$ cat src/rtl/port_ef_pkg.sv
// Shared constants for the port E / port F alternate-function override block.
// Assumes a 32-bit Avalon-MM register bus with byte addresses.
package port_ef_pkg;

  // Register byte offsets.
  localparam logic [4:0] OFS_PORT_E = 5'h00;
  localparam logic [4:0] OFS_DIR_E  = 5'h04;
  localparam logic [4:0] OFS_PORT_F = 5'h08;
  localparam logic [4:0] OFS_DIR_F  = 5'h0C;
  localparam logic [4:0] OFS_CTRL   = 5'h10;
  localparam logic [4:0] OFS_PIN_E  = 5'h14;
  localparam logic [4:0] OFS_PIN_F  = 5'h18;
  localparam logic [4:0] OFS_TAP    = 5'h1C;

  // Field positions.
  localparam int CTRL_PUD_BIT = 0;
  localparam int TAP_IR_LSB   = 16;

  // Reset values.
  localparam logic [7:0] PORT_RST = 8'h00;
  localparam logic [7:0] DIR_RST  = 8'h00;

  // Pin positions on port E.
  localparam int PE_RX   = 0;
  localparam int PE_TX   = 1;
  localparam int PE_XCK  = 2;
  localparam int PE_CMPA = 3;
  localparam int PE_CMPB = 4;
  localparam int PE_CMPC = 5;
  localparam int PE_CNT  = 6;
  localparam int PE_CAP  = 7;
  localparam int PE_IRQ_LO = 4;

  // Pin positions on port F.
  localparam int PF_TCK = 4;
  localparam int PF_TMS = 5;
  localparam int PF_TDO = 6;
  localparam int PF_TDI = 7;

  // Instruction register.
  localparam int IR_W = 4;
  localparam logic [IR_W-1:0] IR_CAPTURE = 4'h1;
  localparam logic [IR_W-1:0] IR_RST     = 4'hF;

  typedef enum logic [15:0] {
    TAP_RESET = 16'h0001, TAP_IDLE  = 16'h0002,
    TAP_SELDR = 16'h0004, TAP_CAPDR = 16'h0008,
    TAP_SHDR  = 16'h0010, TAP_EX1DR = 16'h0020,
    TAP_PSDR  = 16'h0040, TAP_EX2DR = 16'h0080,
    TAP_UPDR  = 16'h0100, TAP_SELIR = 16'h0200,
    TAP_CAPIR = 16'h0400, TAP_SHIR  = 16'h0800,
    TAP_EX1IR = 16'h1000, TAP_PSIR  = 16'h2000,
    TAP_EX2IR = 16'h4000, TAP_UPIR  = 16'h8000
  } tap_state_t;

endpackage

$ cat src/rtl/port_e_f_alternate_override.sv
// Alternate-function override logic for the pin-group port (E) and the
// analog-input port (F), with port registers on Avalon-MM and a TAP.
// Assumes pins and peripheral signals are synchronous to mclk.
//
// Behaviour
// - Enabled timer compare C drives pin 5 of port E when direction is output.
// - Enabled timer compare B drives pin 4 of port E when direction is output.
// - Enabled timer compare A drives pin 3 of port E when direction is output.
// - Enabled external interrupt on pins 7..4 forces digital input enable on.
// - Pin 7 input feeds timer capture trigger and external interrupt 7.
// - Pin 6 input feeds timer counting source and external interrupt 6.
// - Pin 2 carries serial clock in sync mode; direction bit picks in/out.
// - Transmitter enabled forces pin 1 output, pull-up off, transmit data out.
// - Receiver enabled forces pin 0 input; its input feeds the receiver.
// - Forced-input pin 0 pull-up is port bit and not global disable.
// - Serial programming uses pin 1 as data out, pin 0 as data in.
// - Legacy mode disables timer capture, clock, compare and serial clock pins.
// - Legacy mode makes all of port F input only, apart from test data out (pin 6) while scan is enabled and shifting.
// - Scan enabled keeps pull-ups on data in, mode select, test clock, even in reset.
// - Scan enabled takes port F pins 7..4 away from general I/O.
// - Test data out driven only in shift-IR and shift-DR states.
// - Test data in is shifted into instruction or bypass register.
// - TAP state machine advances on sampled mode select.
// - TAP shifting and state changes happen on test clock edges only, apart from the forced reset while scan is disabled.
//
// The register addresses and the Avalon-MM slave port are this design's own decisions.
`timescale 1ns/100ps
`default_nettype none

module port_e_f_alternate_override (
  // Clock and reset.
  input  wire logic        mclk,
  input  wire logic        sys_rst,
  // Avalon-MM register slave.
  input  wire logic [4:0]  avs_address,
  input  wire logic        avs_read,
  input  wire logic        avs_write,
  input  wire logic [31:0] avs_writedata,
  output logic [31:0]      avs_readdata,
  output logic             avs_waitrequest,
  // Mode and fuse levels.
  input  wire logic        legacy_mode,
  input  wire logic        scan_enable_fuse,
  input  wire logic        sleep_active,
  input  wire logic        prog_mode_active,
  // Timer side.
  input  wire logic        timer_c_cmp_a_en,
  input  wire logic        timer_c_cmp_b_en,
  input  wire logic        timer_c_cmp_c_en,
  input  wire logic        timer_c_cmp_a_out,
  input  wire logic        timer_c_cmp_b_out,
  input  wire logic        timer_c_cmp_c_out,
  output logic             timer_c_capture_in,
  output logic             timer_c_count_src,
  // External interrupt side, enables for pins 7..4.
  input  wire logic [3:0]  ext_irq_enable,
  output logic             ext_irq_seven,
  output logic             ext_irq_six,
  output logic             ext_irq_five,
  output logic             ext_irq_four,
  // Serial side.
  input  wire logic        serial_tx_enable,
  input  wire logic        serial_rx_enable,
  input  wire logic        serial_sync_select,
  input  wire logic        serial_tx_line,
  input  wire logic        serial_sync_clock,
  output logic             serial_rx_line,
  output logic             serial_clock_in,
  // Serial programming side.
  input  wire logic        prog_data_out,
  output logic             prog_data_in,
  // Port E pads.
  input  wire logic [7:0]  pe_in,
  output logic [7:0]       pe_out,
  output logic [7:0]       pe_oe,
  output logic [7:0]       pe_pullup,
  // Port F pads.
  input  wire logic [7:0]  pf_in,
  output logic [7:0]       pf_out,
  output logic [7:0]       pf_oe,
  output logic [7:0]       pf_pullup
);

  typedef struct packed {
    logic [7:0]                      port_e;
    logic [7:0]                      dir_e;
    logic [7:0]                      port_f;
    logic [7:0]                      dir_f;
    logic                            global_pullup_disable;
    logic                            ack;
    logic [31:0]                     rdata;
    logic [7:0]                      pin_e;
    logic [7:0]                      pin_f;
    logic                            tck_s1;
    logic                            tck_s2;
    logic                            tck_d;
    logic                            tms_s1;
    logic                            tms_s2;
    logic                            tdi_s1;
    logic                            tdi_s2;
    port_ef_pkg::tap_state_t         tap;
    logic [port_ef_pkg::IR_W-1:0]    ir;
    logic [port_ef_pkg::IR_W-1:0]    ir_sh;
    logic                            byp;
    logic                            tdo;
  } state_t;

  state_t st_reg;
  state_t st_next;

  // Override signal sets per pin.
  logic [7:0] e_pullup_override_en, e_puov, e_direction_override_en, e_ddov, e_value_override_en, e_pvov, e_input_enable_override_en, e_input_enable_override_val;
  logic [7:0] f_pullup_override_en, f_puov, f_direction_override_en, f_ddov, f_value_override_en, f_pvov, f_input_enable_override_en, f_input_enable_override_val;
  logic [7:0] pe_die;
  logic [7:0] pf_die;
  logic       cmp_a_on;
  logic       cmp_b_on;
  logic       cmp_c_on;
  logic       sync_on;
  logic       tx_on;
  logic       rx_on;
  logic       shifting;
  logic       tck_rise;
  logic       tck_fall;
  logic       bus_req;
  logic       bus_take;
  logic [31:0] rd_mux;

  // Legacy mode removes the timer and serial clock pin functions.
  assign cmp_a_on = timer_c_cmp_a_en & ~legacy_mode;
  assign cmp_b_on = timer_c_cmp_b_en & ~legacy_mode;
  assign cmp_c_on = timer_c_cmp_c_en & ~legacy_mode;
  assign sync_on  = serial_sync_select & ~legacy_mode;
  // Serial programming takes pins 1 and 0 ahead of the serial port.
  assign tx_on    = serial_tx_enable | prog_mode_active;
  assign rx_on    = serial_rx_enable | prog_mode_active;
  assign shifting = (st_reg.tap == port_ef_pkg::TAP_SHIR) | (st_reg.tap == port_ef_pkg::TAP_SHDR);

  always_comb begin
    e_pullup_override_en  = '0;
    e_puov  = '0;
    e_direction_override_en  = '0;
    e_ddov  = '0;
    e_value_override_en  = '0;
    e_pvov  = '0;
    e_input_enable_override_en = '0;
    e_input_enable_override_val = '0;
    e_value_override_en[port_ef_pkg::PE_CMPC] = cmp_c_on;
    e_pvov[port_ef_pkg::PE_CMPC] = timer_c_cmp_c_out;
    e_value_override_en[port_ef_pkg::PE_CMPB] = cmp_b_on;
    e_pvov[port_ef_pkg::PE_CMPB] = timer_c_cmp_b_out;
    e_value_override_en[port_ef_pkg::PE_CMPA] = cmp_a_on;
    e_pvov[port_ef_pkg::PE_CMPA] = timer_c_cmp_a_out;
    e_value_override_en[port_ef_pkg::PE_XCK]  = sync_on;
    e_pvov[port_ef_pkg::PE_XCK]  = serial_sync_clock;
    e_input_enable_override_en[7:4] = ext_irq_enable;
    e_input_enable_override_val[7:4] = 4'hF;
    e_pullup_override_en[port_ef_pkg::PE_TX] = tx_on;
    e_direction_override_en[port_ef_pkg::PE_TX] = tx_on;
    e_ddov[port_ef_pkg::PE_TX] = 1'b1;
    e_value_override_en[port_ef_pkg::PE_TX] = tx_on;
    e_pvov[port_ef_pkg::PE_TX] = prog_mode_active ? prog_data_out : serial_tx_line;
    e_pullup_override_en[port_ef_pkg::PE_RX] = rx_on;
    e_puov[port_ef_pkg::PE_RX] = st_reg.port_e[port_ef_pkg::PE_RX] & ~st_reg.global_pullup_disable;
    e_direction_override_en[port_ef_pkg::PE_RX] = rx_on;
    f_pullup_override_en  = '0;
    f_puov  = '0;
    f_direction_override_en  = legacy_mode ? 8'hFF : 8'h00;
    f_ddov  = '0;
    f_value_override_en  = '0;
    f_pvov  = '0;
    f_input_enable_override_en = '0;
    f_input_enable_override_val = '0;
    f_pullup_override_en[7:4] = {4{scan_enable_fuse}};
    f_direction_override_en[7:4] = {4{scan_enable_fuse}} | f_direction_override_en[7:4];
    f_input_enable_override_en[7:4] = {4{scan_enable_fuse}};
    f_puov[port_ef_pkg::PF_TDI] = 1'b1;
    f_puov[port_ef_pkg::PF_TMS] = 1'b1;
    f_puov[port_ef_pkg::PF_TCK] = 1'b1;
    f_ddov[port_ef_pkg::PF_TDO] = scan_enable_fuse & shifting;
    f_value_override_en[port_ef_pkg::PF_TDO] = scan_enable_fuse;
    f_pvov[port_ef_pkg::PF_TDO] = st_reg.tdo;
  end

  // Per-pin override muxes; pull-ups stay combinational so they hold through reset.
  genvar gi;
  generate
    for (gi = 0; gi < 8; gi++) begin : g_pin
      assign pe_pullup[gi] = e_pullup_override_en[gi] ? e_puov[gi]
                           : (st_reg.port_e[gi] & ~st_reg.dir_e[gi] & ~st_reg.global_pullup_disable);
      assign pe_oe[gi]     = e_direction_override_en[gi] ? e_ddov[gi] : st_reg.dir_e[gi];
      assign pe_out[gi]    = e_value_override_en[gi] ? e_pvov[gi] : st_reg.port_e[gi];
      assign pe_die[gi]    = e_input_enable_override_en[gi] ? e_input_enable_override_val[gi] : ~sleep_active;
      assign pf_pullup[gi] = f_pullup_override_en[gi] ? f_puov[gi]
                           : (st_reg.port_f[gi] & ~(st_reg.dir_f[gi] & ~legacy_mode) & ~st_reg.global_pullup_disable);
      assign pf_oe[gi]     = f_direction_override_en[gi] ? f_ddov[gi] : st_reg.dir_f[gi];
      assign pf_out[gi]    = f_value_override_en[gi] ? f_pvov[gi] : st_reg.port_f[gi];
      assign pf_die[gi]    = f_input_enable_override_en[gi] ? f_input_enable_override_val[gi] : ~sleep_active;
    end
  endgenerate

  // Peripheral inputs come from the registered, enable-gated pin values.
  assign ext_irq_seven      = st_reg.pin_e[7];
  assign ext_irq_six        = st_reg.pin_e[6];
  assign ext_irq_five       = st_reg.pin_e[5];
  assign ext_irq_four       = st_reg.pin_e[4];
  assign timer_c_capture_in = st_reg.pin_e[port_ef_pkg::PE_CAP] & ~legacy_mode;
  assign timer_c_count_src  = st_reg.pin_e[port_ef_pkg::PE_CNT] & ~legacy_mode;
  assign serial_clock_in    = st_reg.pin_e[port_ef_pkg::PE_XCK] & sync_on;
  assign serial_rx_line     = st_reg.pin_e[port_ef_pkg::PE_RX];
  assign prog_data_in       = st_reg.pin_e[port_ef_pkg::PE_RX];

  // Bus: one wait cycle, then the request is taken.
  assign bus_req         = avs_read | avs_write;
  assign bus_take        = bus_req & st_reg.ack;
  assign avs_waitrequest = bus_req & ~st_reg.ack;
  assign avs_readdata    = st_reg.rdata;

  assign tck_rise = st_reg.tck_s2 & ~st_reg.tck_d;
  assign tck_fall = ~st_reg.tck_s2 & st_reg.tck_d;

  always_comb begin
    rd_mux = '0;
    case (avs_address)
      port_ef_pkg::OFS_PORT_E: rd_mux[7:0] = st_reg.port_e;
      port_ef_pkg::OFS_DIR_E:  rd_mux[7:0] = st_reg.dir_e;
      port_ef_pkg::OFS_PORT_F: rd_mux[7:0] = st_reg.port_f;
      port_ef_pkg::OFS_DIR_F:  rd_mux[7:0] = st_reg.dir_f;
      port_ef_pkg::OFS_CTRL:   rd_mux[port_ef_pkg::CTRL_PUD_BIT] = st_reg.global_pullup_disable;
      port_ef_pkg::OFS_PIN_E:  rd_mux[7:0] = st_reg.pin_e;
      port_ef_pkg::OFS_PIN_F:  rd_mux[7:0] = st_reg.pin_f;
      port_ef_pkg::OFS_TAP: begin
        rd_mux[15:0] = st_reg.tap;
        rd_mux[port_ef_pkg::TAP_IR_LSB +: port_ef_pkg::IR_W] = st_reg.ir;
      end
      default: rd_mux = '0;
    endcase
  end

  always_comb begin
    st_next        = st_reg;
    st_next.ack    = bus_req & ~st_reg.ack;
    st_next.pin_e  = pe_in & pe_die;
    st_next.pin_f  = pf_in & pf_die;
    if (avs_read & ~st_reg.ack) begin
      st_next.rdata = rd_mux;
    end
    if (avs_write & bus_take) begin
      case (avs_address)
        port_ef_pkg::OFS_PORT_E: st_next.port_e = avs_writedata[7:0];
        port_ef_pkg::OFS_DIR_E:  st_next.dir_e  = avs_writedata[7:0];
        port_ef_pkg::OFS_PORT_F: st_next.port_f = avs_writedata[7:0];
        port_ef_pkg::OFS_DIR_F:  st_next.dir_f  = avs_writedata[7:0];
        port_ef_pkg::OFS_CTRL:   st_next.global_pullup_disable    = avs_writedata[port_ef_pkg::CTRL_PUD_BIT];
        default:                 st_next.global_pullup_disable    = st_reg.global_pullup_disable;
      endcase
    end
    // Test pins are sampled through two flops before any edge logic.
    st_next.tck_s1 = pf_in[port_ef_pkg::PF_TCK];
    st_next.tck_s2 = st_reg.tck_s1;
    st_next.tck_d  = st_reg.tck_s2;
    st_next.tms_s1 = pf_in[port_ef_pkg::PF_TMS];
    st_next.tms_s2 = st_reg.tms_s1;
    st_next.tdi_s1 = pf_in[port_ef_pkg::PF_TDI];
    st_next.tdi_s2 = st_reg.tdi_s1;
    if (!scan_enable_fuse) begin
      st_next.tap = port_ef_pkg::TAP_RESET;
      st_next.ir  = port_ef_pkg::IR_RST;
    end else if (tck_rise) begin
      case (st_reg.tap)
        port_ef_pkg::TAP_CAPIR: st_next.ir_sh = port_ef_pkg::IR_CAPTURE;
        port_ef_pkg::TAP_SHIR:  st_next.ir_sh = {st_reg.tdi_s2, st_reg.ir_sh[port_ef_pkg::IR_W-1:1]};
        port_ef_pkg::TAP_UPIR:  st_next.ir    = st_reg.ir_sh;
        port_ef_pkg::TAP_CAPDR: st_next.byp   = 1'b0;
        port_ef_pkg::TAP_SHDR:  st_next.byp   = st_reg.tdi_s2;
        port_ef_pkg::TAP_RESET: st_next.ir    = port_ef_pkg::IR_RST;
        default:                st_next.byp   = st_reg.byp;
      endcase
      case (st_reg.tap)
        port_ef_pkg::TAP_RESET: st_next.tap = st_reg.tms_s2 ? port_ef_pkg::TAP_RESET : port_ef_pkg::TAP_IDLE;
        port_ef_pkg::TAP_IDLE:  st_next.tap = st_reg.tms_s2 ? port_ef_pkg::TAP_SELDR : port_ef_pkg::TAP_IDLE;
        port_ef_pkg::TAP_SELDR: st_next.tap = st_reg.tms_s2 ? port_ef_pkg::TAP_SELIR : port_ef_pkg::TAP_CAPDR;
        port_ef_pkg::TAP_CAPDR: st_next.tap = st_reg.tms_s2 ? port_ef_pkg::TAP_EX1DR : port_ef_pkg::TAP_SHDR;
        port_ef_pkg::TAP_SHDR:  st_next.tap = st_reg.tms_s2 ? port_ef_pkg::TAP_EX1DR : port_ef_pkg::TAP_SHDR;
        port_ef_pkg::TAP_EX1DR: st_next.tap = st_reg.tms_s2 ? port_ef_pkg::TAP_UPDR : port_ef_pkg::TAP_PSDR;
        port_ef_pkg::TAP_PSDR:  st_next.tap = st_reg.tms_s2 ? port_ef_pkg::TAP_EX2DR : port_ef_pkg::TAP_PSDR;
        port_ef_pkg::TAP_EX2DR: st_next.tap = st_reg.tms_s2 ? port_ef_pkg::TAP_UPDR : port_ef_pkg::TAP_SHDR;
        port_ef_pkg::TAP_UPDR:  st_next.tap = st_reg.tms_s2 ? port_ef_pkg::TAP_SELDR : port_ef_pkg::TAP_IDLE;
        port_ef_pkg::TAP_SELIR: st_next.tap = st_reg.tms_s2 ? port_ef_pkg::TAP_RESET : port_ef_pkg::TAP_CAPIR;
        port_ef_pkg::TAP_CAPIR: st_next.tap = st_reg.tms_s2 ? port_ef_pkg::TAP_EX1IR : port_ef_pkg::TAP_SHIR;
        port_ef_pkg::TAP_SHIR:  st_next.tap = st_reg.tms_s2 ? port_ef_pkg::TAP_EX1IR : port_ef_pkg::TAP_SHIR;
        port_ef_pkg::TAP_EX1IR: st_next.tap = st_reg.tms_s2 ? port_ef_pkg::TAP_UPIR : port_ef_pkg::TAP_PSIR;
        port_ef_pkg::TAP_PSIR:  st_next.tap = st_reg.tms_s2 ? port_ef_pkg::TAP_EX2IR : port_ef_pkg::TAP_PSIR;
        port_ef_pkg::TAP_EX2IR: st_next.tap = st_reg.tms_s2 ? port_ef_pkg::TAP_UPIR : port_ef_pkg::TAP_SHIR;
        port_ef_pkg::TAP_UPIR:  st_next.tap = st_reg.tms_s2 ? port_ef_pkg::TAP_SELDR : port_ef_pkg::TAP_IDLE;
        default:                st_next.tap = port_ef_pkg::TAP_RESET;
      endcase
    end else if (tck_fall) begin
      // Output data changes on the falling test clock edge.
      st_next.tdo = (st_reg.tap == port_ef_pkg::TAP_SHIR) ? st_reg.ir_sh[0] : st_reg.byp;
    end
  end

  always_ff @(posedge mclk or posedge sys_rst) begin
    if (sys_rst) begin
      st_reg        <= '0;
      st_reg.port_e <= port_ef_pkg::PORT_RST;
      st_reg.dir_e  <= port_ef_pkg::DIR_RST;
      st_reg.port_f <= port_ef_pkg::PORT_RST;
      st_reg.dir_f  <= port_ef_pkg::DIR_RST;
      st_reg.tap    <= port_ef_pkg::TAP_RESET;
      st_reg.ir     <= port_ef_pkg::IR_RST;
    end else begin
      st_reg <= st_next;
    end
  end
endmodule

`default_nettype wire

$ cat config.mk
export PLATFORM = sky130hd
export DESIGN_NAME = port_e_f_alternate_override
export DESIGN_NICKNAME = d
export VERILOG_FILES = /design/src/rtl/port_ef_pkg.sv /design/src/rtl/port_e_f_alternate_override.sv
export SDC_FILE = /design/constraint.sdc
export NUM_CORES = 1
export LEC_CHECK = 0
export ABC_CLOCK_PERIOD_IN_PS = 4600
export BUFFER_PORTS_ARGS = -buffer_cell sky130_fd_sc_hd__buf_2
export CAP_MARGIN = 5
export CORE_MARGIN = 4
export CORE_UTILIZATION = 40
export DETAILED_ROUTE_END_ITERATION = 10
export GPL_TIMING_DRIVEN = 0
export MAX_ROUTING_LAYER = met4
export PLACE_DENSITY = 0.64
export SLEW_MARGIN = 10
export SYNTH_ARGS = -nofsm -noshare
export SYNTH_HDL_FRONTEND = slang
export SYNTH_SLANG_ARGS = --single-unit
$ cat constraint.sdc
create_clock -name mclk -period 4.6 [get_ports mclk]
set_clock_uncertainty 0.15 [all_clocks]
set_input_delay 0.69 -clock mclk [delete_from_list [all_inputs] [get_ports mclk]]
set_output_delay 0.69 -clock mclk [all_outputs]
set_load 0.005 [all_outputs]
==> metrics.md <==
| Metric | Value |
|---|---|
| Post-Route WL | `14.53 mm` |
| Cell area after synthesis | `0.005466 mm2` |
| Worst-case clock buffer depth | `2` |
| Routed vias/inst | `5.130` |
| Worst min path class | `reg2reg` |
| Worst stage delay on the critical path | `0.60 ns` |
| Vias in the first global route | `4,433` |
| Crit path capture type | `output port` |
| P_leak | `3.304 nW` |
| Initial DRC count | `251` |
| First-pass DRT Iterations | `5` |
| Placed cell count | `836` |
| Synth cell types | `59` |
| Largest area contributor in the netlist | `dfrtp_1` |
| Main synth FF type | `dfrtp_1` |
| CTS root buf | `clkbuf_16` |
| Die ar. | `0.01560 mm2` |
| TritonCTS Buffers | `9` |
| Synthesis-to-layout area growth | `22.57%` |
| Fmax achieved | `0.3013 GHz` |
| Routed len/inst | `17.05 um` |
| CP max FO | `8` |
| Top post-synthesis cells by count | `98 x dfrtp_1, 51 x buf_4, 51 x nand2_1` |
| Antenna fix cells | `0` |
| Effective utilization at floorplan | `41.12%` |
| Run status | `completed` |
| Skew-Pair Late Insertion Delay | `0.36 ns` |
| Hold Slack | `0.1995 ns` |
| Setup WS pre-CTS | `1.650 ns` |
| Fin cells | `852` |
| Ports | `167` |
| Req. time, crit path | `3.76 ns` |
| Filler Cells Inserted | `1,240` |
| Peak VDD IR | `206.6 uV` |
| Die Ht | `124.9 um` |
| Core Area | `0.01330 mm2` |
| Final net count | `748` |
| Placer congestion estimate | `0.9284` |
| GRT met3 Usage | `3.388%` |
| Antenna-violating nets left | `0` |
| I/O Buffers | `130` |
| Sequential area share after synthesis | `47.26%` |
| Largest net degree at the start of global routing | `68` |
| Clock sink total | `103` |
| Initial antenna violation count | `0` |
| Max Slew Vio Count | `0` |
| Slowest CP cell | `nor4_2` |
| Fin crit share | `72.16%` |
| WS Path Type | `reg2out` |
| Worst Slack Setup Final | `1.281 ns` |
| Worst slew pin tran | `0.8325 ns` |
| MaxCap Viol Count | `0` |
| DRC Markers | `0` |
| Yosys reg bits | `103` |
| H-tree Lvls | `3` |
| Area of placed instances | `0.006409 mm2` |
| Remaining Overflow, GRT | `0` |
| Synth top area cells | `dfrtp_1 45%, mux2_2 8.2%, buf_4 7.0%` |
| RSZ-0062 raised after global routing | `false` |
| Die Span X | `124.9 um` |
| Worst-path cell chain | `nor4_2 > nand4_1 > nor3b_1 > a31oi_1 > a21oi_1 > buf_2` |
| Fin crit period | `3.319 ns` |
| Post-CTS Setup Repair Bufs | `0` |
| Grt met2 use | `30.63%` |
| GR Util met1 | `25.74%` |
| DR vias | `4,371` |
| Rel. slew slack | `44.08%` |
| Layout cells sized above 1 | `39.79%` |
| Post-DP HPWL | `11.15 mm` |
| Syn avg cell area | `10.55 um2` |
| First-pass GRT wire length | `23.56 mm` |
| Most common cell in the netlist | `dfrtp_1` |
| Largest register FFs | `57` |
| Fin util | `50.40%` |
| Cells after Synth | `518` |
| Final Hold Fails | `0` |
| Async S/R FF share, synth | `100.0%` |
| Cts repair resizes | `0` |
| Synth Warn # | `0` |
| EDFF count, synth | `0` |
| Row Count | `42` |
| CTS tree | `yes` |
| Fin area | `0.006700 mm2` |
| CP arrival | `2.48 ns` |
| Clock transition at the registers of the reported paths | `0.06 ns` |
| Total GRT Usage | `19.56%` |
| Startpoint types | `flop` |
| Most Crowded Layer GR | `met2` |
| Pwr dens | `313.5 mW/mm2` |
| # hold bufs at CTS | `0` |
| Final setup violation count | `0` |
| Yosys top cell area share | `44.86%` |
==> metal layers <==
metal | vias to the layer above | share of wire [%]
met2 | 142 | 48
met1 | 2114 | 45
met5 | - | 0
li1 | 2098 | -
met4 | 0 | 2.0
met3 | 17 | 5.4
==> metrics by stage <==
stage | power, mW | setup TNS, ns
after floorplan | 1.210 | 0
after global placement | 1.347 | -7.473
after detailed placement | 1.358 | 0
after CTS | 2.119 | 0
after global routing | 2.194 | 0
final | 2.100 | 0
==> final timing paths <==
| check | depth (start not counted) | slack (ns) | to | start |
|---|---|---|---|---|
| min in group asynchronous | 2 | 0.22 | st_next[26] | sys_rst |
| setup reg to reg | 5 | 2.23 | st_reg[2] | st_reg[25] |
| hold / removal | 0 | 0.20 | st_reg[28] | st_next[28] |
| max in group asynchronous | 3 | 3.34 | st_reg[10] | sys_rst |
| setup / recovery | 6 | 1.28 | pf_oe[6] | st_reg[25] |
| hold reg to reg | 0 | 0.20 | st_reg[28] | st_next[28] |
==> cell usage in the layout, fill, tap and decap left out, types with 5 or more instances in the layout <==
| cell | synthesis | routed |
|---|---|---|
| nand3_1 | 12 | 12 |
| and2_1 | 10 | 10 |
| clkbuf_16 | 0 | 9 |
| nor2b_1 | 22 | 22 |
| dfstp_2 | 5 | 5 |
| mux2_2 | 40 | 40 |
| buf_2 | 5 | 135 |
| nor3b_1 | 14 | 14 |
| nand2_1 | 51 | 51 |
| xnor2_1 | 6 | 6 |
| nand2b_1 | 8 | 8 |
| a31oi_1 | 7 | 7 |
| a22o_1 | 13 | 13 |
| a222oi_1 | 6 | 6 |
| nand4_1 | 6 | 6 |
| nor3_1 | 6 | 6 |
| o21ai_0 | 23 | 23 |
| buf_4 | 51 | 51 |
| inv_1 | 10 | 9 |
| nor4b_1 | 5 | 5 |
| conb_1 | 1 | 12 |
| a22oi_1 | 11 | 11 |
| dfrtp_1 | 98 | 98 |
| clkbuf_1 | 17 | 19 |
| nor2_1 | 24 | 24 |
==> where the power goes <==
part           internal [mW]  total [mW]  switching (mW)  leakage [nW]
clock                  0.422       0.762           0.339         0.136
sequential             0.962        1.02          0.0539          1.36
combinational          0.171       0.323           0.152          1.81
==> layout make-up <==
cell class | count | area [um2] | area share [%]
sequential | 103 | 2584 | 38.56
inverter | 10 | 40.04 | 0.5976
tap | 176 | 220.2 | 3.287
clock buffer | 11 | 232.7 | 3.473
timing repair buffer | 131 | 678.2 | 10.12
multi-input combinational | 339 | 2377 | 35.48
clock inverter | 5 | 58.81 | 0.8777
buffer | 77 | 509.2 | 7.600
==> worst max-delay path, delay by kind of cell (launching register included) <==
| family | cells | cell delay, ns |
|---|---|---|
| compound gates | 2 | 0.26 |
| buf+inv | 1 | 0.14 |
| flops | 1 | 0.47 |
| simple gates | 3 | 1.27 |
==> kinds of logic (layout without fill, tap and decap cells) <==
logic type	count (synthesis)	in the layout	synth area share, %
AOI/OAI and AO/OA	89	89	11.97
xor gates and xnor gates	8	8	1.282
buffers and inverters	87	234	10.00
DFF	103	103	47.26
muxes	46	46	9.796
other	1	12	0.06860
and+or+nand+nor	184	184	19.62
Power figures use the tool's default switching activity.
